$ cat src/regfile_pkg.sv
package regfile_pkg;
  localparam int DATA_W = 16;
  localparam int ADDR_W = 20;
  localparam int FLAG_W = 11;
  localparam int BUS_AW = 6;
  localparam int BUS_DW = 32;
  localparam int BUS_BE_W = 4;
  localparam int SEL_W = 4;
  localparam int PRIO_W = 3;
  localparam int VEC_W = 6;
  localparam int STEP_W = 3;

  // Byte offsets on the register bus.
  localparam logic [BUS_AW-1:0] OFS_ADDR_ZERO = 6'h00;
  localparam logic [BUS_AW-1:0] OFS_ADDR_ONE = 6'h04;
  localparam logic [BUS_AW-1:0] OFS_FRAME = 6'h08;
  localparam logic [BUS_AW-1:0] OFS_VECTOR = 6'h0C;
  localparam logic [BUS_AW-1:0] OFS_PROG = 6'h10;
  localparam logic [BUS_AW-1:0] OFS_USER_SP = 6'h14;
  localparam logic [BUS_AW-1:0] OFS_INT_SP = 6'h18;
  localparam logic [BUS_AW-1:0] OFS_STATIC = 6'h1C;
  localparam logic [BUS_AW-1:0] OFS_FLAGS = 6'h20;
  localparam logic [BUS_AW-1:0] OFS_STATUS = 6'h24;

  // Datapath register select codes.
  localparam logic [SEL_W-1:0] SEL_ADDR_ZERO = 4'h0;
  localparam logic [SEL_W-1:0] SEL_ADDR_ONE = 4'h1;
  localparam logic [SEL_W-1:0] SEL_FRAME = 4'h2;
  localparam logic [SEL_W-1:0] SEL_VECTOR = 4'h3;
  localparam logic [SEL_W-1:0] SEL_PROG = 4'h4;
  localparam logic [SEL_W-1:0] SEL_USER_SP = 4'h5;
  localparam logic [SEL_W-1:0] SEL_INT_SP = 4'h6;
  localparam logic [SEL_W-1:0] SEL_STATIC = 4'h7;
  localparam logic [SEL_W-1:0] SEL_FLAGS = 4'h8;
  localparam logic [SEL_W-1:0] SEL_PAIR = 4'hA;
  localparam logic [SEL_W-1:0] SEL_ACTIVE_SP = 4'hB;

  // Flag register field positions.
  localparam int FLAG_CARRY = 0;
  localparam int FLAG_DEBUG = 1;
  localparam int FLAG_ZERO = 2;
  localparam int FLAG_SIGN = 3;
  localparam int FLAG_BANK = 4;
  localparam int FLAG_OVFL = 5;
  localparam int FLAG_IEN = 6;
  localparam int FLAG_USTK = 7;
  localparam int FLAG_PRIO_LO = 8;

  localparam int STAT_USTK = 0;
  localparam int STAT_IRQ_EN = 1;
  localparam int BYTE_MSB = 7;

  localparam logic [VEC_W-1:0] TRAP_USTK_MAX = 6'h1F;
  localparam logic [FLAG_W-1:0] FLAGS_RESET = 11'h000;
  localparam logic [DATA_W-1:0] WORD_RESET = 16'h0000;
endpackage
$ cat src/cpu_regfile.sv
`timescale 1ns/1ps
module cpu_regfile #(
  parameter logic [regfile_pkg::ADDR_W-1:0] PC_RESET = 20'h00000,
  parameter logic [regfile_pkg::ADDR_W-1:0] VECTOR_RESET = 20'h00000,
  parameter int ADDR_W = regfile_pkg::ADDR_W
) (
  input wire logic clk_sys_i,
  input wire logic rst_i,
  input wire logic [regfile_pkg::BUS_AW-1:0] avs_address_i,
  input wire logic avs_read_i,
  input wire logic avs_write_i,
  input wire logic [regfile_pkg::BUS_DW-1:0] avs_writedata_i,
  input wire logic [regfile_pkg::BUS_BE_W-1:0] avs_byteenable_i,
  output logic [regfile_pkg::BUS_DW-1:0] avs_readdata_o,
  output logic avs_waitrequest_o,
  input wire logic dp_we_i,
  input wire logic [regfile_pkg::SEL_W-1:0] dp_sel_i,
  input wire logic [2*regfile_pkg::DATA_W-1:0] dp_data_i,
  input wire logic [regfile_pkg::STEP_W-1:0] pc_step_i,
  input wire logic alu_upd_i,
  input wire logic alu_byte_i,
  input wire logic [regfile_pkg::DATA_W-1:0] alu_result_i,
  input wire logic alu_carry_i,
  input wire logic alu_overflow_i,
  input wire logic irq_req_i,
  input wire logic irq_maskable_i,
  input wire logic [regfile_pkg::PRIO_W-1:0] irq_prio_i,
  input wire logic irq_accept_i,
  input wire logic irq_hw_i,
  input wire logic trap_i,
  input wire logic [regfile_pkg::VEC_W-1:0] trap_vec_i,
  output logic [2*regfile_pkg::DATA_W-1:0] combined_address_pair_o,
  output logic [regfile_pkg::DATA_W-1:0] frame_base_o,
  output logic [regfile_pkg::DATA_W-1:0] static_base_o,
  output logic [regfile_pkg::ADDR_W-1:0] vector_table_base_o,
  output logic [regfile_pkg::ADDR_W-1:0] program_counter_o,
  output logic [regfile_pkg::DATA_W-1:0] sp_active_o,
  output logic [regfile_pkg::FLAG_W-1:0] cpu_flags_o,
  output logic bank_sel_o,
  output logic irq_enable_o
);
  import regfile_pkg::*;

  if (ADDR_W != regfile_pkg::ADDR_W) begin : g_bad_width
    $error("cpu_regfile supports only the fixed program address width");
  end

  logic [DATA_W-1:0] addr_zero_q, addr_zero_d;
  logic [DATA_W-1:0] addr_one_q, addr_one_d;
  logic [DATA_W-1:0] frame_base_q, frame_base_d;
  logic [DATA_W-1:0] static_base_q, static_base_d;
  logic [DATA_W-1:0] user_sp_q, user_sp_d;
  logic [DATA_W-1:0] int_sp_q, int_sp_d;
  logic [ADDR_W-1:0] vector_base_q, vector_base_d;
  logic [ADDR_W-1:0] prog_cnt_q, prog_cnt_d;
  logic [FLAG_W-1:0] flags_q, flags_d;
  logic [DATA_W-1:0] sp_active_q;
  logic irq_en_q;
  logic wait_q;
  logic [BUS_DW-1:0] rdata_q;
  logic [BUS_DW-1:0] rd_word;
  logic [BUS_DW-1:0] wr_word;
  logic bus_wr_take;
  logic bus_rd_start;
  logic alu_zero;
  logic alu_neg;
  logic flag_ext_wr;
  logic irq_allowed;

  // Merges the enabled byte lanes of a write over the current register value.
  function automatic logic [BUS_DW-1:0] lane_merge(input logic [BUS_DW-1:0] old_w,
                                                   input logic [BUS_DW-1:0] new_w,
                                                   input logic [BUS_BE_W-1:0] be);
    logic [BUS_DW-1:0] res;
    res = old_w;
    for (int i = 0; i < BUS_BE_W; i++) begin
      if (be[i]) begin
        res[i*8 +: 8] = new_w[i*8 +: 8];
      end
    end
    return res;
  endfunction

  // Stack select routes stack accesses; used by the datapath write path, the status read and the output.
  function automatic logic use_user_sp(input logic [FLAG_W-1:0] flag_word);
    return flag_word[FLAG_USTK];
  endfunction

  assign bus_wr_take = avs_write_i && !wait_q;
  assign bus_rd_start = avs_read_i && wait_q;
  assign alu_zero = alu_byte_i ? (alu_result_i[BYTE_MSB:0] == 8'h00) : (alu_result_i == WORD_RESET);
  assign alu_neg = alu_byte_i ? alu_result_i[BYTE_MSB] : alu_result_i[DATA_W-1];
  assign flag_ext_wr = (dp_we_i && dp_sel_i == SEL_FLAGS) || (bus_wr_take && avs_address_i == OFS_FLAGS);

  // A request passes only when it outranks the current level and, if maskable, interrupts are on.
  assign irq_allowed = irq_req_i && (!irq_maskable_i || flags_q[FLAG_IEN]) &&
                       (irq_prio_i > flags_q[FLAG_PRIO_LO +: PRIO_W]);

  // Read mux, shared by bus reads and by the byte-lane merge of bus writes.
  // Bits above a register's width read as zero, reserved flag area included.
  always_comb begin
    rd_word = '0;
    unique case (avs_address_i)
      OFS_ADDR_ZERO: rd_word[DATA_W-1:0] = addr_zero_q;
      OFS_ADDR_ONE: rd_word[DATA_W-1:0] = addr_one_q;
      OFS_FRAME: rd_word[DATA_W-1:0] = frame_base_q;
      OFS_VECTOR: rd_word[ADDR_W-1:0] = vector_base_q;
      OFS_PROG: rd_word[ADDR_W-1:0] = prog_cnt_q;
      OFS_USER_SP: rd_word[DATA_W-1:0] = user_sp_q;
      OFS_INT_SP: rd_word[DATA_W-1:0] = int_sp_q;
      OFS_STATIC: rd_word[DATA_W-1:0] = static_base_q;
      OFS_FLAGS: rd_word[FLAG_W-1:0] = flags_q;
      OFS_STATUS: begin
        rd_word[STAT_USTK] = use_user_sp(flags_q);
        rd_word[STAT_IRQ_EN] = irq_en_q;
      end
      default: rd_word = '0;
    endcase
  end

  assign wr_word = lane_merge(rd_word, avs_writedata_i, avs_byteenable_i);

  // Next-state of the register set. Later assignments win, so the order sets the
  // priority: bus, then datapath, then ALU flags, then interrupt and trap effects.
  // ALU, interrupt and trap effects therefore never lose to a software write in the same cycle.
  always_comb begin
    addr_zero_d = addr_zero_q;
    addr_one_d = addr_one_q;
    frame_base_d = frame_base_q;
    static_base_d = static_base_q;
    user_sp_d = user_sp_q;
    int_sp_d = int_sp_q;
    vector_base_d = vector_base_q;
    prog_cnt_d = prog_cnt_q + ADDR_W'(pc_step_i);
    flags_d = flags_q;
    if (bus_wr_take) begin
      unique case (avs_address_i)
        OFS_ADDR_ZERO: addr_zero_d = wr_word[DATA_W-1:0];
        OFS_ADDR_ONE: addr_one_d = wr_word[DATA_W-1:0];
        OFS_FRAME: frame_base_d = wr_word[DATA_W-1:0];
        OFS_VECTOR: vector_base_d = wr_word[ADDR_W-1:0];
        OFS_PROG: prog_cnt_d = wr_word[ADDR_W-1:0];
        OFS_USER_SP: user_sp_d = wr_word[DATA_W-1:0];
        OFS_INT_SP: int_sp_d = wr_word[DATA_W-1:0];
        OFS_STATIC: static_base_d = wr_word[DATA_W-1:0];
        OFS_FLAGS: flags_d = wr_word[FLAG_W-1:0];
        default: begin
        end
      endcase
    end
    if (dp_we_i) begin
      unique case (dp_sel_i)
        SEL_ADDR_ZERO: addr_zero_d = dp_data_i[DATA_W-1:0];
        SEL_ADDR_ONE: addr_one_d = dp_data_i[DATA_W-1:0];
        SEL_FRAME: frame_base_d = dp_data_i[DATA_W-1:0];
        SEL_VECTOR: vector_base_d = dp_data_i[ADDR_W-1:0];
        SEL_PROG: prog_cnt_d = dp_data_i[ADDR_W-1:0];
        SEL_USER_SP: user_sp_d = dp_data_i[DATA_W-1:0];
        SEL_INT_SP: int_sp_d = dp_data_i[DATA_W-1:0];
        SEL_STATIC: static_base_d = dp_data_i[DATA_W-1:0];
        SEL_FLAGS: flags_d = dp_data_i[FLAG_W-1:0];
        SEL_PAIR: begin
          addr_zero_d = dp_data_i[DATA_W-1:0];
          addr_one_d = dp_data_i[2*DATA_W-1:DATA_W];
        end
        SEL_ACTIVE_SP: begin
          if (use_user_sp(flags_q)) begin
            user_sp_d = dp_data_i[DATA_W-1:0];
          end else begin
            int_sp_d = dp_data_i[DATA_W-1:0];
          end
        end
        default: begin
        end
      endcase
    end
    if (alu_upd_i) begin
      flags_d[FLAG_CARRY] = alu_carry_i;
      flags_d[FLAG_ZERO] = alu_zero;
      flags_d[FLAG_SIGN] = alu_neg;
      flags_d[FLAG_OVFL] = alu_overflow_i;
    end
    if (irq_accept_i) begin
      flags_d[FLAG_IEN] = 1'b0;
    end
    if ((irq_accept_i && irq_hw_i) || (trap_i && trap_vec_i <= TRAP_USTK_MAX)) begin
      flags_d[FLAG_USTK] = 1'b0;
    end
  end

  always_ff @(posedge clk_sys_i or posedge rst_i) begin
    if (rst_i) begin
      addr_zero_q <= WORD_RESET;
      addr_one_q <= WORD_RESET;
      frame_base_q <= WORD_RESET;
      static_base_q <= WORD_RESET;
      user_sp_q <= WORD_RESET;
      int_sp_q <= WORD_RESET;
    end else begin
      addr_zero_q <= addr_zero_d;
      addr_one_q <= addr_one_d;
      frame_base_q <= frame_base_d;
      static_base_q <= static_base_d;
      user_sp_q <= user_sp_d;
      int_sp_q <= int_sp_d;
    end
  end

  always_ff @(posedge clk_sys_i or posedge rst_i) begin
    if (rst_i) begin
      vector_base_q <= VECTOR_RESET;
      prog_cnt_q <= PC_RESET;
    end else begin
      vector_base_q <= vector_base_d;
      prog_cnt_q <= prog_cnt_d;
    end
  end

  // Flags change only on the edge that completes the affecting event.
  always_ff @(posedge clk_sys_i or posedge rst_i) begin
    if (rst_i) begin
      flags_q <= FLAGS_RESET;
    end else begin
      flags_q <= flags_d;
    end
  end

  // The active pointer copy is loaded from next values so it never lags the select.
  always_ff @(posedge clk_sys_i or posedge rst_i) begin
    if (rst_i) begin
      sp_active_q <= WORD_RESET;
      irq_en_q <= 1'b0;
    end else begin
      sp_active_q <= use_user_sp(flags_d) ? user_sp_d : int_sp_d;
      irq_en_q <= irq_allowed;
    end
  end

  // Every access takes exactly one wait cycle; read data is captured in that cycle,
  // so it stands stable at the edge where waitrequest is low.
  always_ff @(posedge clk_sys_i or posedge rst_i) begin
    if (rst_i) begin
      wait_q <= 1'b1;
    end else if ((avs_read_i || avs_write_i) && wait_q) begin
      wait_q <= 1'b0;
    end else begin
      wait_q <= 1'b1;
    end
  end

  always_ff @(posedge clk_sys_i or posedge rst_i) begin
    if (rst_i) begin
      rdata_q <= '0;
    end else if (bus_rd_start) begin
      rdata_q <= rd_word;
    end
  end

  assign avs_readdata_o = rdata_q;
  assign avs_waitrequest_o = wait_q;
  assign combined_address_pair_o = {addr_one_q, addr_zero_q};
  assign frame_base_o = frame_base_q;
  assign static_base_o = static_base_q;
  assign vector_table_base_o = vector_base_q;
  assign program_counter_o = prog_cnt_q;
  assign sp_active_o = sp_active_q;
  assign cpu_flags_o = flags_q;
  assign bank_sel_o = flags_q[FLAG_BANK];
  assign irq_enable_o = irq_en_q;
endmodule

$ cat config.mk
export PLATFORM = sky130hd
export DESIGN_NAME = cpu_regfile
export DESIGN_NICKNAME = d
export VERILOG_FILES = /design/src/regfile_pkg.sv /design/src/cpu_regfile.sv
export SDC_FILE = /design/constraint.sdc
export NUM_CORES = 1
export LEC_CHECK = 0
export ABC_AREA = 0
export BUFFER_PORTS_ARGS = -buffer_cell sky130_fd_sc_hd__buf_2
export CAP_MARGIN = 40
export CELL_PAD_IN_SITES_DETAIL_PLACEMENT = 1
export CELL_PAD_IN_SITES_GLOBAL_PLACEMENT = 2
export CORE_MARGIN = 1
export CORE_UTILIZATION = 25
export DETAILED_ROUTE_END_ITERATION = 8
export PLACE_DENSITY = 0.63
export RECOVER_POWER = 50
export SLEW_MARGIN = 20
export SYNTH_ARGS = -nofsm -noshare
export SYNTH_HDL_FRONTEND = slang
export SYNTH_SLANG_ARGS = --single-unit
$ cat constraint.sdc
create_clock -name clk_sys_i -period 9.6 [get_ports clk_sys_i]
set_input_delay 0 -clock clk_sys_i [delete_from_list [all_inputs] [get_ports clk_sys_i]]
set_output_delay 0 -clock clk_sys_i [all_outputs]
set_load 0.005 [all_outputs]
# Word level (Yosys, flattened, before mapping)

Cells that the tools add are included.
W data, S select, Z words.

Multiplexer cells: 54
Reductions and logical operators: 17
Add/subtract/negate cells: 1
Magnitude comparators: 2
Eq/ne operators: 19

Operators with widths:

| operator             | number |
|---|---|
| $mux W16             | 24 |
| $mux W20             | 8 |
| $pmux W16 S2         | 3 |
| $pmux W9 S9          | 1 |
| $mux W11             | 4 |
| $pmux W5 S8          | 1 |
| $eq A6 B5 Y1 const B | 4 |
| $add A20 B3 Y20      | 1 |
| $pmux W2 S10         | 1 |
| $eq A4 B3 Y1 const B | 4 |
| $logic_not A16 Y1    | 1 |
| $mux W8              | 2 |
| $eq A4 B4 Y1 const B | 3 |
| $eq A6 B4 Y1 const B | 2 |
| $eq A6 B6 Y1 const B | 2 |
| $eq A4 B2 Y1 const B | 2 |
| $logic_not A8 Y1     | 1 |
| $pmux W4 S2          | 1 |
| $logic_and A1 B1 Y1  | 7 |
| $mux W1              | 7 |
| $eq A6 B3 Y1 const B | 1 |
| $le A6 B5 Y1 const B | 1 |
| $logic_not A6 Y1     | 1 |
| $eq A4 B1 Y1 const B | 1 |
| other kinds (7)      | 10 |

Flip-flop bits (word level): 185
Input bits: 120
Output and inout bits: 166
Logic and storage cells: 106

# Logic depth before layout (Yosys ltp)

Word-level depth: 9
Mapped depth: 11
Mapped depth without buffers: 10

# Worst setup path before layout

Ideal clock, no wire load.

Kind: register to register
Start point: register prog_cnt_q[7] (netlist: program_counter_o[7])
End point: register sp_active_q[4] (netlist: sp_active_o[4])
Arrival time: 2283 ps
Period minus slack after synthesis: 2404 ps
Cell stages (with the launch flop): 8
Setup slack: 7196 ps
Setup time: 121 ps
Buffers on the path: 0
Required time: 9479 ps
Cells stage by stage: dfrtp_1 > mux4_2 > and2_4 > a2111oi_4 > a21boi_2 > o21ai_4 > mux2_4 > o22a_1

Word-level cells in the longest chain between the ends: 8

Ends and longest elaborated chain:

| what                   | line               | source |
|---|---|---|
| start, declared        | cpu_regfile.sv:55  | `logic [ADDR_W-1:0] prog_cnt_q, prog_cnt_d;` |
| start signal, assigned | cpu_regfile.sv:215 | `prog_cnt_q <= prog_cnt_d;` |
| $pmux W9 S9 (*)        | cpu_regfile.sv:103 | `unique case (avs_address_i)` |
| $mux W8 (*)            | cpu_regfile.sv:77  | `if (be[i]) begin` |
| $mux W11 (*)           | cpu_regfile.sv:137 | `unique case (avs_address_i)` |
| $mux W11 (*)           | cpu_regfile.sv:136 | `if (bus_wr_take) begin` |
| $mux W11               | cpu_regfile.sv:152 | `unique case (dp_sel_i)` |
| $mux W11 (*)           | cpu_regfile.sv:151 | `if (dp_we_i) begin` |
| $mux W1 (*)            | cpu_regfile.sv:186 | `if ((irq_accept_i && irq_hw_i) \|\| (trap_i && trap_vec_i <= TRAP_USTK_MAX)) begin` |
| $mux W16 (*)           | cpu_regfile.sv:234 | `sp_active_q <= use_user_sp(flags_d) ? user_sp_d : int_sp_d;` |
| end signal, assigned   | cpu_regfile.sv:234 |  |
| end, declared          | cpu_regfile.sv:57  | `logic [DATA_W-1:0] sp_active_q;` |

Mark *: on every way between the ends. The rest lies on a longest branch, timed or not.
A chain may end at the register's enable or synchronous reset.

==> metrics.md <==
| Metric | Value |
|---|---|
| Hold EP | addr_one_q[3] |
| Max-cap violations | 2 |
| Remaining DRCs | 0 |
| ANT nets after route | 0 |
| Final Hold Viols | 0 |
| CP Capture Type | asynchronous set/reset pin |
| Leakage power | 0.00627 µW |
| DP HPWL | 34500 µm |
| Most used DFF post-synth | dfrtp_1 |
| Hold Path Origin | avs_writedata_i[3] |
| Rows | 75 |
| Largest cells by area after synthesis | dfrtp_1 (43%), mux2i_1 (7.6%), o21ai_0 (7.0%) |
| Max-slew violation count | 85 |
| DP Cell Count | 1841 |
| All-Layer GR Usage | 0.223 |
| Clk pin slew, worst setup/hold paths | 0.07 ns |
| F_max | 290 MHz |
| Post-synth top area share | 0.434 |
| Vias per cell | 5.10 |
| Tot Pwr | 2630 µW |
| Fin crit period | 3.45 ns |
| Post-Syn Instances | 1108 |
| Die area | 0.0432 mm² |
| Buffers on Ports | 255 |
| Post-layout net count | 1514 |
| Distinct cells, synth | 67 |
| Run status | finished, violations left |
| Via count | 9895 |
| Grt ovf | 0 |
| Worst hold path class | in -> reg |
| Slew margin rel. | -0.827 |
| Post-CTS Resized | 0 |
| DIE WIDTH | 208 µm |
| CTS tree | yes |
| H-tree lvl count | 4 |
| Initial Util | 0.253 |
| Final setup vio count | 0 |
| FF+latch count, synth | 185 |
| IO Count | 286 |
| Required time worst endpoint | 9.81 ns |
| Post-route insts no fill | 1939 |
| 1st-iter DRT viols | 764 |
| CTS Root Cell | clkbuf_16 |
| Worst setup SP type | primary input |
| Die Span Y | 208 µm |
| Largest net degree at the start of global routing | 70 |
| Worst reg2reg path depth | 7 |
| Skew-Pair Late Insertion Delay | 0.46 ns |
| PD cells | 193 mW/mm² |
| Mapped Area | 0.0106 mm² |
| Worst Tran Pin Value | 2.73 ns |
| Count leader, synth | dfrtp_1 |
| Worst Path Max Fanout | 55 |
| R2R setup slack | 6.41 ns |
| Number of global-route vias before repair | 10.2k |
| Peak supply drop | 108 µV |
| Area grow syn2layout | 28.4% |
| FF-to-FF End | cpu_flags_o[2] |
| Number of flops mapped to enable cells by yosys | 0 |
| Area of placed instances | 0.0125 mm² |
| Post-DR wirelength/cell | 24.6 µm |
| Clock Skew | 0.0133 ns |
| Worst Path Class, Setup | in -> async |
| Failing checks | max-capacitance violations, max-slew violations |
| Area leader, netlist | dfrtp_1 |
| Ys Warns | 0 |
| Fraction of the yosys area taken by sequential cells | 0.437 |
| Finished layout cell area | 0.0136 mm² |
| Fill cell count | 4853 |
| Post-synth ARST share | 1.00 |
| CTS max path bufs | 2 |
| Reg-to-Reg Start | program_counter_o[2] |
| Average cell area after synthesis | 9.57 µm² |
| CTS Buf Count | 17 |
| Initial antenna violation count | 1 |
| Clock sink total | 185 |
| Setup TNS | 0 ns |
| Worst hold path cell count | 3 |
| Share of cells above drive strength 1 | 0.216 |
| Router iterations before antenna repair | 5 |
| Final wirelength | 47600 µm |
| Critical path arrival | 3.66 ns |
| Final Cycle Share | 0.359 |
| Core Area | 0.0419 mm² |
| Final GP Congestion | 0.835 |
| Post-synth top cells | dfrtp_1 (184), nand2_1 (149), o21ai_0 (149), mux2i_1 (80), nor2_1 (68) |
| RSZ-0062 raised after global routing | no |
| First-pass GRT wire length | 70500 µm |
| Layout Utilization | 0.325 |
critical path: stages:
cell,delay (ns)
dlygate4sd3_1,0.53
clkbuf_1,0.10
clkinvlp_2,1.51
clkbuf_1,1.41
worst max-delay path by stage:
stage               depth (start not counted)              end            startpoint  slack [ns]
finish                                      4  frame_base_o[3]                 rst_i        6.15
CTS                                         7   cpu_flags_o[2]  program_counter_o[2]        6.43
detailed placement                         10   sp_active_o[7]      avs_address_i[3]        6.14
global placement                           10   sp_active_o[7]      avs_address_i[2]        6.19
global route                                4  frame_base_o[3]                 rst_i        5.45
floorplan                                   1    addr_one_q[0]                 rst_i        4.57
cell usage in the layout (no fill, tap or decap), types with 11 or more instances in the layout:
| cell | count |
|---|---|
| dfrtp_1 | 184 |
| buf_2 | 168 |
| nand2_1 | 149 |
| o21ai_0 | 149 |
| clkbuf_1 | 89 |
| mux2i_1 | 80 |
| nor2_1 | 67 |
| dlygate4sd3_1 | 65 |
| a21oi_1 | 61 |
| inv_1 | 31 |
| mux2_2 | 29 |
| a22oi_1 | 24 |
| buf_4 | 24 |
| mux4_2 | 17 |
| clkbuf_16 | 17 |
| a222oi_1 | 16 |
| xnor2_1 | 13 |
| a22o_1 | 12 |
| conb_1 | 12 |
| o21a_1 | 11 |
per-stage QoR:
stage                     worst slack, ns  hold WS [ns]
final                                6.15        0.0139
after global routing                 5.45        0.0346
after CTS                            6.43       0.00230
after detailed placement             6.14        0.0611
after global placement               6.19         0.177
after floorplan                      4.57        0.0630
registers in the layout, indices dropped and copies added (netlist names):
signal,count
avs_readdata_o,20
program_counter_o,20
vector_table_base_o,20
addr_one_q,16
addr_zero_q,16
frame_base_o,16
int_sp_q,16
sp_active_o,16
static_base_o,16
user_sp_q,16
cpu_flags_o,11
avs_waitrequest_o,1
irq_enable_o,1
cells by family after synthesis:
logic type | count (synthesis) | synth area share
DFF | 185 | 0.437
muxes | 133 | 0.157
and+or+nand+nor | 299 | 0.127
other | 1 | 0.000354
adders and majority gates | 7 | 0.00897
xor gates and xnor gates | 18 | 0.0149
buffers and inverters | 137 | 0.0584
AOI/OAI and AO/OA | 328 | 0.196
power breakdown:
group,internal (µW),switching [µW]
Sequential,955,181
Combinational,354,387
Clock,423,333
Total,1730,901
layout make-up:
type	instances	area, µm²	area share
clock buffers	20	457	0.0335
clock inverters	11	146	0.0108
flip-flops and latches	185	4630	0.340
inverters	33	125	0.00919
diodes	1	2.50	0.000184
well taps	539	674	0.0495
repair buffers	353	2130	0.156
multi-input cells	797	5450	0.400
timing repair:
item	4_1_cts	5_1_grt
setup buffers	0	0
hold buffers	65	0
hold endpoints to repair	177	0
metal layers:
layer	vias to the layer above	global-route usage	wire length [µm]
met1	5046	0.302	21800
met3	45	0.0543	2840
met2	286	0.352	22100
met5	-	0	0
li1	4518	-	-
met4	0	0.0646	949
Power figures use the tool's default switching activity.
